`src/verilog/uif_defines.svh`:
```
// Offsets, field positions, reset values and timing counts of the USB interrupt flag block.
`ifndef UIF_DEFINES_SVH
`define UIF_DEFINES_SVH

// --------------------------------------------------------------------------
// Register offsets
// --------------------------------------------------------------------------
`define UIF_ADDR_W          8
`define UIF_OFS_POWER       8'h00
`define UIF_OFS_FLAGS       8'h04
`define UIF_OFS_ENABLES     8'h08
`define UIF_OFS_ERR_ENABLE  8'h0C
`define UIF_OFS_ERR_FLAGS   8'h10
`define UIF_OFS_TOKEN_STAT  8'h14

// --------------------------------------------------------------------------
// Field positions
// --------------------------------------------------------------------------
`define UIF_BIT_PWR         0
`define UIF_BIT_BUSY        3
`define UIF_BIT_STALL       7
`define UIF_BIT_ATTACH      6
`define UIF_BIT_RESUME      5
`define UIF_BIT_IDLE        4
`define UIF_BIT_TOKEN       3
`define UIF_BIT_SOF         2
`define UIF_BIT_ERROR       1
`define UIF_BIT_RESET       0
`define UIF_BIT_HOST        1
`define UIF_ERR_MASK        8'h02
`define UIF_ZERO24          24'h000000
`define UIF_FLAG_W          8
`define UIF_ZERO8           8'h00
`define UIF_ZERO32          32'h0000_0000

// --------------------------------------------------------------------------
// Timing
// --------------------------------------------------------------------------
`define UIF_CLK_NS          8
`define UIF_K_TIME_NS       2500
`define UIF_IDLE_TIME_NS    3000000
`define UIF_QUIET_NS        2500
`define UIF_K_CYCLES        ((`UIF_K_TIME_NS + `UIF_CLK_NS - 1) / `UIF_CLK_NS)
`define UIF_QUIET_CYCLES    ((`UIF_QUIET_NS + `UIF_CLK_NS - 1) / `UIF_CLK_NS)
`define UIF_IDLE_CYCLES     ((`UIF_IDLE_TIME_NS + `UIF_CLK_NS - 1) / `UIF_CLK_NS)
`define UIF_BUSY_CYCLES     16
`define UIF_CNT_W           20

`endif

```
`src/verilog/uif_pkg.sv`:
```
// Types shared by the USB interrupt flag block.
package uif_pkg;

  typedef enum logic [2:0]
  {
    UIF_OFF   = 3'b001,
    UIF_ON    = 3'b010,
    UIF_DRAIN = 3'b100
  } uif_power_t;

  typedef struct packed
  {
    logic stall;
    logic sof_rx;
    logic sof_threshold;
    logic token_done;
    logic bus_reset;
    logic detach;
    logic attach;
  } uif_event_t;

  typedef struct packed
  {
    logic       k_state;
    logic       idle_state;
    logic       se0;
    logic       activity;
  } uif_line_t;

  typedef struct packed
  {
    uif_power_t  power;
    logic [4:0]  busy_cnt;
    logic        power_enable;
    logic        host_mode;
    logic [7:0]  flags;
    logic [7:0]  enables;
    logic [7:0]  err_enables;
    logic [7:0]  err_flags;
    logic [19:0] k_cnt;
    logic [19:0] idle_cnt;
    logic [19:0] quiet_cnt;
    logic        idle_seen;
    logic        k_seen;
    logic [1:0]  line_s1;
    logic [1:0]  line_s2;
    logic [1:0]  aux_s1;
    logic [1:0]  aux_s2;
    logic [31:0] rdata;
  } uif_state_t;

endpackage
```
`src/verilog/uif_core.sv`:
```
// USB interrupt flags, enables, error summary, power enable and busy status.
//
// Implementation choices: the address-and-strobe port and the register offsets.
`include "uif_defines.svh"

module uif_core
(
  input  wire logic               clock_in,
  input  wire logic               reset_in,
  input  wire logic [7:0]         addr_in,
  input  wire logic [31:0]        wdata_in,
  input  wire logic               write_in,
  input  wire logic               read_in,
  input  wire uif_pkg::uif_event_t events_in,
  input  wire logic [7:0]         error_events_in,
  input  wire logic               line_k_in,
  input  wire logic               line_idle_in,
  input  wire logic               line_se0_in,
  input  wire logic               line_activity_in,
  input  wire logic               engine_busy_in,
  input  wire logic [7:0]         token_status_in,
  output logic [31:0]             rdata_out,
  output logic                    module_interrupt_request_out,
  output logic                    module_enable_out,
  output logic                    host_mode_out,
  output logic                    token_fifo_advance_out
);

  // --------------------------------------------------------------------------
  // State
  // --------------------------------------------------------------------------
  uif_pkg::uif_state_t st;
  uif_pkg::uif_state_t next_st;
  logic [7:0]          set_flags;
  logic [7:0]          clr_flags;
  logic [7:0]          clr_err;
  logic                error_summary_flag;
  logic                on;
  logic                wr_flags;

  function automatic logic hit(input logic [7:0] a, input logic [7:0] ofs);
    hit = (a == ofs);
  endfunction

  // --------------------------------------------------------------------------
  // Next state
  // --------------------------------------------------------------------------
  always_comb
  begin
    next_st = st;
    on      = st.power_enable;
    // Line levels come from the pad side, so two flops precede any use.
    next_st.line_s1 = {line_k_in, line_idle_in};
    next_st.line_s2 = st.line_s1;
    next_st.aux_s1  = {line_se0_in, line_activity_in};
    next_st.aux_s2  = st.aux_s1;

    wr_flags  = write_in && hit(addr_in, `UIF_OFS_FLAGS);
    clr_flags = wr_flags ? wdata_in[7:0] : `UIF_ZERO8;
    clr_flags[`UIF_BIT_ERROR] = 1'b0;
    clr_err   = (write_in && hit(addr_in, `UIF_OFS_ERR_FLAGS)) ? wdata_in[7:0] : `UIF_ZERO8;

    // Resume: K held for 2.5 us.
    if (on && st.line_s2[1])
    begin
      if (st.k_cnt != `UIF_CNT_W'(`UIF_K_CYCLES))
        next_st.k_cnt = st.k_cnt + 1'b1;
    end
    else
      next_st.k_cnt = '0;
    // Idle: continuous 3 ms.
    if (on && st.line_s2[0])
    begin
      if (st.idle_cnt != `UIF_CNT_W'(`UIF_IDLE_CYCLES))
        next_st.idle_cnt = st.idle_cnt + 1'b1;
    end
    else
      next_st.idle_cnt = '0;
    // Quiet bus time for attach qualification.
    if (on && !st.aux_s2[0])
    begin
      if (st.quiet_cnt != `UIF_CNT_W'(`UIF_QUIET_CYCLES))
        next_st.quiet_cnt = st.quiet_cnt + 1'b1;
    end
    else
      next_st.quiet_cnt = '0;

    // One event per episode, so a long idle does not refire after a clear.
    next_st.k_seen    = (st.k_cnt == `UIF_CNT_W'(`UIF_K_CYCLES));
    next_st.idle_seen = (st.idle_cnt == `UIF_CNT_W'(`UIF_IDLE_CYCLES));

    set_flags = `UIF_ZERO8;
    set_flags[`UIF_BIT_STALL]  = events_in.stall;
    set_flags[`UIF_BIT_ATTACH] = events_in.attach && st.host_mode && !st.aux_s2[1]
                                 && (st.quiet_cnt == `UIF_CNT_W'(`UIF_QUIET_CYCLES));
    set_flags[`UIF_BIT_RESUME] = next_st.k_seen && !st.k_seen;
    set_flags[`UIF_BIT_IDLE]   = next_st.idle_seen && !st.idle_seen;
    set_flags[`UIF_BIT_TOKEN]  = events_in.token_done;
    set_flags[`UIF_BIT_SOF]    = st.host_mode ? events_in.sof_threshold
                                              : events_in.sof_rx;
    set_flags[`UIF_BIT_RESET]  = st.host_mode ? events_in.detach
                                              : events_in.bus_reset;
    if (!on)
      set_flags = `UIF_ZERO8;

    // Set wins over a simultaneous clear.
    next_st.flags     = (st.flags & ~clr_flags) | set_flags;
    next_st.err_flags = (st.err_flags & ~clr_err) | (on ? error_events_in : `UIF_ZERO8);
    error_summary_flag = |(st.err_flags & st.err_enables);
    next_st.flags[`UIF_BIT_ERROR] = error_summary_flag;

    if (write_in && hit(addr_in, `UIF_OFS_ENABLES))
      next_st.enables = wdata_in[7:0];
    if (write_in && hit(addr_in, `UIF_OFS_ERR_ENABLE))
      next_st.err_enables = wdata_in[7:0];
    if (write_in && hit(addr_in, `UIF_OFS_POWER))
    begin
      next_st.power_enable = wdata_in[`UIF_BIT_PWR];
      next_st.host_mode    = wdata_in[`UIF_BIT_HOST];
    end

    // Busy tracks running, then a drain period after power is removed.
    case (st.power)
      uif_pkg::UIF_OFF:
        if (st.power_enable)
          next_st.power = uif_pkg::UIF_ON;
      uif_pkg::UIF_ON:
        if (!st.power_enable)
        begin
          next_st.power    = uif_pkg::UIF_DRAIN;
          next_st.busy_cnt = 5'(`UIF_BUSY_CYCLES);
        end
      uif_pkg::UIF_DRAIN:
        if (st.busy_cnt != 5'h00)
          next_st.busy_cnt = st.busy_cnt - 5'h01;
        else if (!engine_busy_in)
          next_st.power = uif_pkg::UIF_OFF;
      default:
        next_st.power = uif_pkg::UIF_OFF;
    endcase

    next_st.rdata = `UIF_ZERO32;
    if (read_in)
    begin
      case (addr_in)
        `UIF_OFS_POWER:
        begin
          next_st.rdata[`UIF_BIT_PWR]  = st.power_enable;
          next_st.rdata[`UIF_BIT_HOST] = st.host_mode;
          next_st.rdata[`UIF_BIT_BUSY] = (st.power != uif_pkg::UIF_OFF) || st.power_enable;
        end
        `UIF_OFS_FLAGS:      next_st.rdata[7:0] = st.flags;
        `UIF_OFS_ENABLES:    next_st.rdata[7:0] = st.enables;
        `UIF_OFS_ERR_ENABLE: next_st.rdata[7:0] = st.err_enables;
        `UIF_OFS_ERR_FLAGS:  next_st.rdata[7:0] = st.err_flags;
        `UIF_OFS_TOKEN_STAT: next_st.rdata[7:0] = token_status_in;
        default:             next_st.rdata = `UIF_ZERO32;
      endcase
    end

    if (reset_in)
    begin
      next_st = '0;
      next_st.power = uif_pkg::UIF_OFF;
    end
  end

  always_ff @(posedge clock_in)
  begin
    st <= next_st;
  end

  // --------------------------------------------------------------------------
  // Outputs
  // --------------------------------------------------------------------------
  // The error summary only counts when its own enable is set.
  assign module_interrupt_request_out = |(st.flags & st.enables) && st.power_enable;
  assign rdata_out                    = st.rdata;
  assign module_enable_out            = st.power_enable;
  assign host_mode_out                = st.host_mode;
  // A one written to the token flag while it is set pops the next entry.
  assign token_fifo_advance_out       = wr_flags && wdata_in[`UIF_BIT_TOKEN]
                                        && st.flags[`UIF_BIT_TOKEN];
endmodule

```
`config.mk`:
```
export PLATFORM = sky130hd
export DESIGN_NAME = uif_core
export DESIGN_NICKNAME = d
export VERILOG_FILES = /design/src/verilog/uif_pkg.sv /design/src/verilog/uif_core.sv
export VERILOG_INCLUDE_DIRS = /design/src /design/src/verilog
export SDC_FILE = /design/constraint.sdc
export NUM_CORES = 1
export LEC_CHECK = 0
export BUFFER_PORTS_ARGS = -buffer_cell sky130_fd_sc_hd__buf_2
export CAP_MARGIN = 20
export CORE_UTILIZATION = 56
export CTS_CLUSTER_SIZE = 28
export DETAILED_ROUTE_END_ITERATION = 12
export HOLD_SLACK_MARGIN = 0.06
export PLACE_DENSITY = 0.8
export SYNTH_ARGS = -nofsm -noshare
export SYNTH_HDL_FRONTEND = slang
export SYNTH_SLANG_ARGS = --single-unit
```
`constraint.sdc`:
```
create_clock -name clock_in -period 2.1 [get_ports clock_in]
set_input_delay 0.315 -clock clock_in [delete_from_list [all_inputs] [get_ports clock_in]]
set_output_delay 0.315 -clock clock_in [all_outputs]
set_load 0.01 [all_outputs]
```
==> results of run 1 <==
==> path summary, 6_finish.rpt <==
kind	slack, ns	to	cells after the start
setup / recovery	0.05	token_fifo_advance_out	5
hold / removal	0.08	st[102]$_SDFF_PP0_	3
setup reg to reg	0.29	st[60]$_SDFFE_PP0P_	5
hold reg to reg	0.44	st[37]$_SDFF_PP0_	1
==> stage by stage <==
| stage | power [mW] | area (um2) | util | cells | setup slack, ns |
|---|---|---|---|---|---|
| floorplan | 2.46 | 5900 | - | 693 | 0.252 |
| global placement | 2.50 | 6160 | 0.622 | 852 | 0.0902 |
| detailed placement | 2.50 | 6160 | 0.622 | 852 | 0.0723 |
| CTS | 5.67 | 6940 | 0.701 | 897 | 0.0833 |
| global route | 5.78 | 6940 | 0.701 | 897 | 0.0247 |
| finish | 5.64 | 6940 | 0.701 | 897 | 0.0493 |
==> cell type report <==
class | count | area [um2] | area share
Sequential cell | 120 | 2400 | 0.346
Clock buffer | 18 | 428 | 0.0616
Tap cell | 133 | 166 | 0.0240
Timing Repair Buffer | 92 | 576 | 0.0829
Clock inverter | 14 | 220 | 0.0317
Multi-Input combinational cell | 495 | 3060 | 0.440
Inverter | 25 | 93.8 | 0.0135
==> routing by layer <==
layer / vias to the layer above / part of all wire
li1: 2520 / -
met1: 2459 / 0.43
met2: 150 / 0.51
met3: 18 / 0.046
met4: 0 / 0.015
met5: - / 0
==> cell usage in the layout (no fill, tap or decap), drive strengths merged, types with 8 or more instances in the layout <==
cell type / synthesis / layout
and4: 9 / 9
xor2: 17 / 17
nor4: 18 / 18
clkbuf: 18 / 18
or3: 16 / 16
nand3: 22 / 22
nor2b: 13 / 13
buf: 35 / 79
dlygate4sd3: 0 / 13
a22oi: 14 / 14
conb: 1 / 24
nand2b: 8 / 8
mux2i: 26 / 26
nor3: 24 / 24
inv: 25 / 28
xnor2: 15 / 15
nand4: 23 / 23
nand2: 46 / 46
nor2: 64 / 64
o21ai: 31 / 31
dfxtp: 120 / 120
a21oi: 43 / 43
==> synthesized netlist by cell type, types with 8 or more instances <==
library cell | n | share of area
nor2b_1 | 13 | 0.014
nand4_1 | 23 | 0.025
dfxtp_1 | 120 | 0.41
a21oi_1 | 43 | 0.037
inv_1 | 24 | 0.015
buf_4 | 32 | 0.041
and4_1 | 9 | 0.014
nand2_1 | 46 | 0.030
mux2i_1 | 26 | 0.045
nor3_1 | 24 | 0.021
clkbuf_1 | 16 | 0.010
nand3_1 | 22 | 0.019
xnor2_1 | 15 | 0.023
nor4_1 | 17 | 0.018
xor2_1 | 17 | 0.026
a22oi_1 | 14 | 0.018
o21ai_0 | 31 | 0.027
nand2b_1 | 8 | 0.0086
nor2_1 | 64 | 0.041
or3_1 | 15 | 0.016
==> sequential cells by signal (all words and copies together) (netlist names) <==
| register | count |
|---|---|
| rdata_out | 8 |
| host_mode_out | 1 |
| module_enable_out | 1 |
| st | 110 |
==> tightest hold or removal path: cells and delay by family <==
| kind | cells | cell delay (ns) |
|---|---|---|
| and+or+nand+nor | 1 | 0.08 |
| buffers and inverters | 1 | 0.09 |
| AOI/OAI and AO/OA | 1 | 0.06 |
==> kinds of logic (layout without fill, tap and decap cells) <==
logic type | after synthesis | count (layout) | synth area share
AO/OA/AOI/OAI | 118 | 118 | 0.124
XOR/XNOR | 32 | 32 | 0.0482
AND/OR/NAND/NOR | 280 | 280 | 0.260
other | 1 | 24 | 0.000645
flip-flops | 120 | 120 | 0.413
buffers and inverters | 78 | 149 | 0.0758
multiplexers | 34 | 34 | 0.0622
adder cells (fa/ha/maj) | 7 | 7 | 0.0151
==> report_power, final <==
group | internal (mW) | total (mW) | switching (mW)
Combinational | 0.0792 | 0.185 | 0.106
Clock | 2.09 | 3.16 | 1.07
Sequential | 2.28 | 2.29 | 0.00274
Total | 4.45 | 5.64 | 1.18
==> metrics.txt, run 1 <==
Chip Width=between 100 and 150 um; worst-case vdd ir drop=about 840 uV; Fmax=488 MHz; gr ovfl total=0; CP arrival=~1.7 ns; crit path launch type=input port; largest net degree at the start of global routing=42; DRC=0; overall routed net length=between 10 and 15 mm; Iteration-0 DRC Markers=around 260; CP Launch Point=addr_in[5]; CP dominant cell by count=buf_2; Syn Area/Cell=approximately 8.7 um2; Post-synth EDFFs=0; Worst Path Buf+Inv=2; Die Area=roughly 11,000 um2; HP Class=in -> reg; ANT cells=0; RSZ-0062 raised after global routing=false; CTS tree=built; # port buffers=59; final setup skew=roughly 0.006 ns; global-route usage over all layers=0.256; # resized after CTS=0; status=completed; CP delay by family, top=simple AND/OR/NAND/NOR gates; post-CTS setup buffer count=0; Hold Crit Start=error_events_in[0]; WHS=0.0846 ns; crit path time final=2.05 ns; share of post-route cells with drive strength above 1=0.181; dpl hpwl=approximately 9.4 mm; DR WL/cell=around 15 um; Worst slew margin=0.571; Slew @ Worst Pin=between 0.6 and 0.7 ns; Main synth FF type=dfxtp_1; CTS root buf=clkbuf_8; # rows=36; Leak=around 2.6 nW; Slowest-stage cell, CP=or4_4; GR peak layer=met2; CTS sink cnt=120; crit path kind=in -> out; Antenna Nets Post-Route=0; core footprint=~9900 um2; Crit path largest cell delay=slightly below 0.6 ns; sequential share of the synthesized area=0.413; #FFs+latches synth=120; setup tns final=0 ns; CP Data Required Time=~1.8 ns; GR Util met1=0.310; clock latency on the worst-skew pair=~0.51 ns; crit path capture type=primary output; Hold Violations, Final=0; GR Layer Usage met3=0.0514; TritonRoute pass-1 iters=6; endpoints failing setup=0; Mapped Area=roughly 5800 um2; Starting Density=0.587; FF-to-FF Start=st[42]$_SDFFE_PP0P_; clock slew at reported path FFs=about 0.060 ns; Post-synth ARST share=0; vias per cell=around 5.7; filler cell count=roughly 790; Slew Limit Fails=0; hold buffers post-CTS=13; area grow syn2layout=19.4%; Via Count=between 5k and 6k; max cap viols=0; Bufs on Longest Clock Path=2; vias in the first global route=a little under 5k; GP Congestion=approximately 0.90; H-tree depth=4; PwrDens=roughly 810 nW/um2; post-route clock period utilization=0.977; Synth cell types=59; io pins=around 110; post-synthesis instance total=670; die height=104 um; global-route wire length before repair=22.5 mm; Synth warnings=0; CP cell instances=buf_2 > or4_4 > nor4_4 > and3_1 > buf_2; met2 Use GR=0.449; crit path max fanout=4; initial antenna violation count=0; Layout Nets=830; CTS buffer count=17
No activity file was read; power rests on OpenSTA's default activity.
==> run 2: changes to the inputs <==
clock period = 1.92 ns   (was 2.1 ns; I/O delays follow)
==> metrics.txt, run 2 (synthesis gave the netlist of run 1 again) <==
clock slew at reported path FFs=0.06 ns (about the same); Non-Filler Instances=912 (+1.7%); Chip Width=104 um (unchanged); crit path kind=in -> out; CTS root buf=clkbuf_8; Overall Power=5.70 mW (+1.1%); GR Layer Usage met3=0.0645 (+0.0132); max cap viols=0 (unchanged); GP Congestion=0.856 (-4.4%); worst-case vdd ir drop=600 uV (-28%); # rows=36 (unchanged); met2 Use GR=0.424 (-0.0243); share of post-route cells with drive strength above 1=0.184 (+0.00294); crit path launch type=input port; dpl hpwl=9.37 mm (+0.18%); PwrDens=815 nW/um2 (+0.42%); CP arrival=1.56 ns (-0.18 ns); CTS sink cnt=120 (unchanged); GR peak layer=met2; Fmax=540 MHz; Iteration-0 DRC Markers=370 (+42%); status=completed; vias per cell=5.64 (-1.6%); Leak=2.64 nW (+1.6%); max reg flops=110 (unchanged); WHS=0.0931 ns (+0.00855 ns); Via Count=5,147 (unchanged); most frequent cells in the layout=dfxtp_1 (120), nor2_1 (64), buf_2 (59), nand2_1 (46), a21oi_1 (43); TritonRoute pass-1 iters=5 (-1); post-route clock period utilization=0.964; endpoints failing setup=0 (unchanged); CP Data Required Time=1.63 ns (-0.15 ns); core footprint=9910 um2 (unchanged); CTS tree=built; global-route usage over all layers=0.252 (-0.00399); ANT cells=0 (unchanged); RSZ-0062 raised after global routing=false; largest net degree at the start of global routing=21 (-50%); Die Area=10,800 um2 (unchanged); die height=104 um (unchanged); design area=6990 um2 (+0.67%); clock latency on the worst-skew pair=0.53 ns (+0.02 ns); DRC=0 (unchanged); initial antenna violation count=0 (unchanged); DP Area=6230 um2 (+1.1%); setup tns final=0 ns (unchanged); final setup skew=0.0103 ns (+0.00447 ns); GR Util met1=0.301 (-0.00869); Bufs on Longest Clock Path=2 (unchanged); Hold Violations, Final=0 (unchanged); gr ovfl total=0 (unchanged); filler cell count=763 (-2.9%); crit path time final=~1.9 ns; Antenna Nets Post-Route=0 (unchanged); Starting Density=0.587 (unchanged); Layout Nets=846 (+1.9%); crit path capture type=primary output; most common cell after layout, fill and taps aside=dfxtp_1; DR WL/cell=14.6 um (-2.1%); Slew Limit Fails=0 (unchanged); overall routed net length=13.3 mm (-0.45%); Largest Register=st; crit path max fanout=4 (unchanged); post-CTS setup buffer count=0 (unchanged); global-route wire length before repair=21.9 mm (-2.5%); io pins=108 (unchanged); placed cells=861 (+1.1%); # port buffers=59 (unchanged); HP Class=in -> reg; H-tree depth=4 (unchanged); area grow syn2layout=20.2%; CTS buffer count=17 (unchanged); vias in the first global route=4,812 (-2.7%)
run 2: path summary, 6_finish.rpt:
path                        startpoint                endpoint  slack (ns)  depth (start not counted)
setup / recovery            addr_in[5]  token_fifo_advance_out        0.07                          5
hold / removal             wdata_in[6]    st[116]$_SDFFE_PP0P_        0.09                          3
hold reg to reg      st[39]$_SDFF_PP0_       st[37]$_SDFF_PP0_        0.45                          1
setup reg to reg  st[136]$_SDFFE_PP0P_    st[136]$_SDFFE_PP0P_        0.11                          6
run 2: per-stage QoR:
step	worst slack [ns]	utilization
2_1_floorplan	0.0988	-
3_3_place_gp	-0.0366	0.629
3_5_place_dp	-0.0599	0.629
4_1_cts	0.0184	0.705
5_1_grt	0.00959	0.705
6_report	0.0687	0.705
run 2: routing by layer:
metal | vias to the layer above | part of all wire | routed length [um]
li1 | 2552 | - | -
met2 | 169 | 0.50 | 6610
met1 | 2399 | 0.43 | 5670
met5 | - | 0 | 0
met3 | 27 | 0.058 | 770
met4 | 0 | 0.019 | 255
run 2: cell type report:
class / count / area (um2) / area share
Inverter: 25 / 93.8 / 0.0134
Tap cell: 133 / 166 / 0.0238
Clock buffer: 22 / 453 / 0.0648
Multi-Input combinational cell: 495 / 3060 / 0.437
Timing Repair Buffer: 108 / 717 / 0.103
Clock inverter: 9 / 100 / 0.0143
Sequential cell: 120 / 2400 / 0.344
run 2: critical path, cell delays in order:
cell and delay [ns]:
buf_2 0.10, or4_4 0.57, nor4_4 0.26, and3_1 0.21, buf_2 0.13
run 2: report_power, final:
| group | switching [mW] | leakage (nW) | internal, mW |
|---|---|---|---|
| registers | 0.00314 | 0.968 | 2.50 |
| logic | 0.119 | 1.40 | 0.103 |
| clock network | 1.08 | 0.270 | 1.89 |
| total | 1.20 | 2.64 | 4.50 |
run 2: timing repair:
| item | 4_1_cts | 5_1_grt |
|---|---|---|
| endpoints found under the hold margin | 24 | 0 |
| setup endpoints to repair | 1 | 2 |
| pin swaps | 1 | 0 |
| hold buffers | 20 | 0 |
| gates resized for setup | 0 | 2 |
==> run 3: changes to the inputs <==
CORE_UTILIZATION = 25   (was 56)
PLACE_DENSITY = default   (was 0.8)
==> metrics.txt, run 3 (synthesis gave the netlist of run 1 again) <==
status=completed; GP Congestion=0.816 (-4.6%); most common cell after layout, fill and taps aside=dfxtp_1; worst-case vdd ir drop=708 uV (+18%); Overall Power=6.29 mW (+10%); # port buffers=59 (unchanged); PwrDens=879 nW/um2 (+7.9%); die height=154 um (+49%); Worst slew margin=0.659; # resized after CTS=0 (unchanged); CP cell instances=buf_2 > or4_4 > nor4_4 > and3_1 > buf_2; TritonRoute pass-1 iters=4 (-1); global-route wire length before repair=22.9 mm (+4.6%); Slew Limit Fails=0 (unchanged); Die Area=23,900 um2 (+120%); dpl hpwl=10.3 mm (+10%); Starting Density=0.256 (-0.331); clock latency on the worst-skew pair=0.42 ns (-0.11 ns); gr ovfl total=0 (unchanged); io pins=108 (unchanged); initial antenna violation count=1 (+1); Slew @ Worst Pin=approximately 0.5 ns; Leak=2.65 nW (+0.29%); DRC=0 (unchanged); FF-to-FF Start=st[85]$_SDFFE_PP0P_; H-tree depth=4 (unchanged); endpoints failing setup=0 (unchanged); Crit path largest cell delay=0.57 ns (about the same); R2R cell count=4 (-2); crit path time final=1.85 ns (-0.00473 ns); crit path kind=in -> out; final setup skew=0.00733 ns (-0.00302 ns); Fmax=542 MHz (+0.26%); hold buffers post-CTS=0 (-100%); core footprint=22,700 um2 (+130%); Antenna Nets Post-Route=0 (unchanged); CTS tree=built; worst hold path endpoint=st[38]$_SDFF_PP0_; HP Class=in -> reg; Iteration-0 DRC Markers=265 (-28%); final core occ=0.315 (-0.391); Largest Register=st; crit path capture type=primary output; CTS buffer count=17 (unchanged); vias per cell=4.75 (-16%); post-CTS setup buffer count=0 (unchanged); CP Data Required Time=1.63 ns (about the same); R2R Path End=st[83]$_SDFFE_PP0P_; RSZ-0062 raised after global routing=false; filler cell count=2,399 (+210%); # rows=55 (+53%); Chip Width=154 um (+49%); CTS sink cnt=120 (unchanged); max cap viols=0 (unchanged); FF/Latch Area=2400 um2 (unchanged); Bufs on Longest Clock Path=2 (unchanged); Hold Violations, Final=0 (unchanged); Hold Crit Start=line_idle_in; vias in the first global route=4,576 (-4.9%); overall routed net length=14.0 mm (+5.2%); clock slew at reported path FFs=0.05 ns (about the same); worst reg-to-reg setup slack=0.14 ns (+0.03 ns); area of the multi-input gates=3060 um2 (unchanged); global-route usage over all layers=0.121 (-0.131); share of post-route cells with drive strength above 1=0.198 (+0.0146); Setup WS pre-CTS=-0.0572 ns (+0.00268 ns); largest net degree at the start of global routing=28 (+33%); max reg flops=110 (unchanged); post-route clock period utilization=0.962 (-0.00246); area grow syn2layout=22.9%; crit path launch type=input port; crit path max fanout=3 (-1); CP arrival=1.56 ns (about the same); Slowest-stage cell, CP=or4_4; ANT cells=0 (unchanged); Min-Delay Path Depth=2 (-1); Final WS setup=0.0735 ns (+0.00473 ns); Via Count=4,995 (-3.0%); DR WL/cell=13.3 um (-8.8%); most frequent cells in the layout=dfxtp_1 (120), nor2_1 (64), buf_2 (59), nand2_1 (46), a21oi_1 (43); CP dominant cell by count=buf_2; Layout Nets=834 (-1.4%); CTS root buf=clkbuf_16
==> run 3: worst max-delay path by stage <==
stage / end / startpoint / slack [ns]
2_1_floorplan: st[110]$_SDFFE_PP0P_ / addr_in[5] / 0.1
3_3_place_gp: token_fifo_advance_out / addr_in[5] / -0.06
3_5_place_dp: token_fifo_advance_out / addr_in[5] / -0.06
4_1_cts: token_fifo_advance_out / addr_in[5] / 0.06
5_1_grt: token_fifo_advance_out / addr_in[5] / 0.007
6_report: token_fifo_advance_out / addr_in[5] / 0.07
==> run 3: cell type report <==
type,count,share of cell area
clock buffers,24,0.0702
flip-flops and latches,120,0.336
multi-input cells,495,0.428
inverters,25,0.0131
clock inverters,7,0.0228
well taps,285,0.0499
repair buffers,96,0.0802
==> run 3: per-layer routing <==
metal  share of wire  up-vias  routed length (um)  global-route usage
met5          0.0012        -                  17                   0
met1            0.49     2372                6790               0.160
li1                -     2520                   -                   -
met4           0.010        2                 145              0.0382
met3           0.043       15                 607              0.0347
met2            0.46       86                6430               0.190
==> run 3: critical path: cells and delay by family <==
family                 cells  cell delay, ns
AND/OR/NAND/NOR            3            1.03
buffers and inverters      2            0.24
==> run 3: through the flow <==
stage	instances	hold slack [ns]	setup TNS [ns]	cell area [um2]
after floorplan	693	0.414	0	5900
after global placement	1021	0.422	-0.400	6480
after detailed placement	1021	0.432	-0.606	6480
after CTS	1052	0.0773	0	7150
after global routing	1052	0.0815	0	7150
final	1052	0.0917	0	7150
==> run 3: power by group <==
group,leakage [nW],switching [mW],internal (mW)
Clock,0.323,1.12,2.47
Combinational,1.36,0.115,0.0761
Sequential,0.968,0.00265,2.50
Total,2.65,1.24,5.04
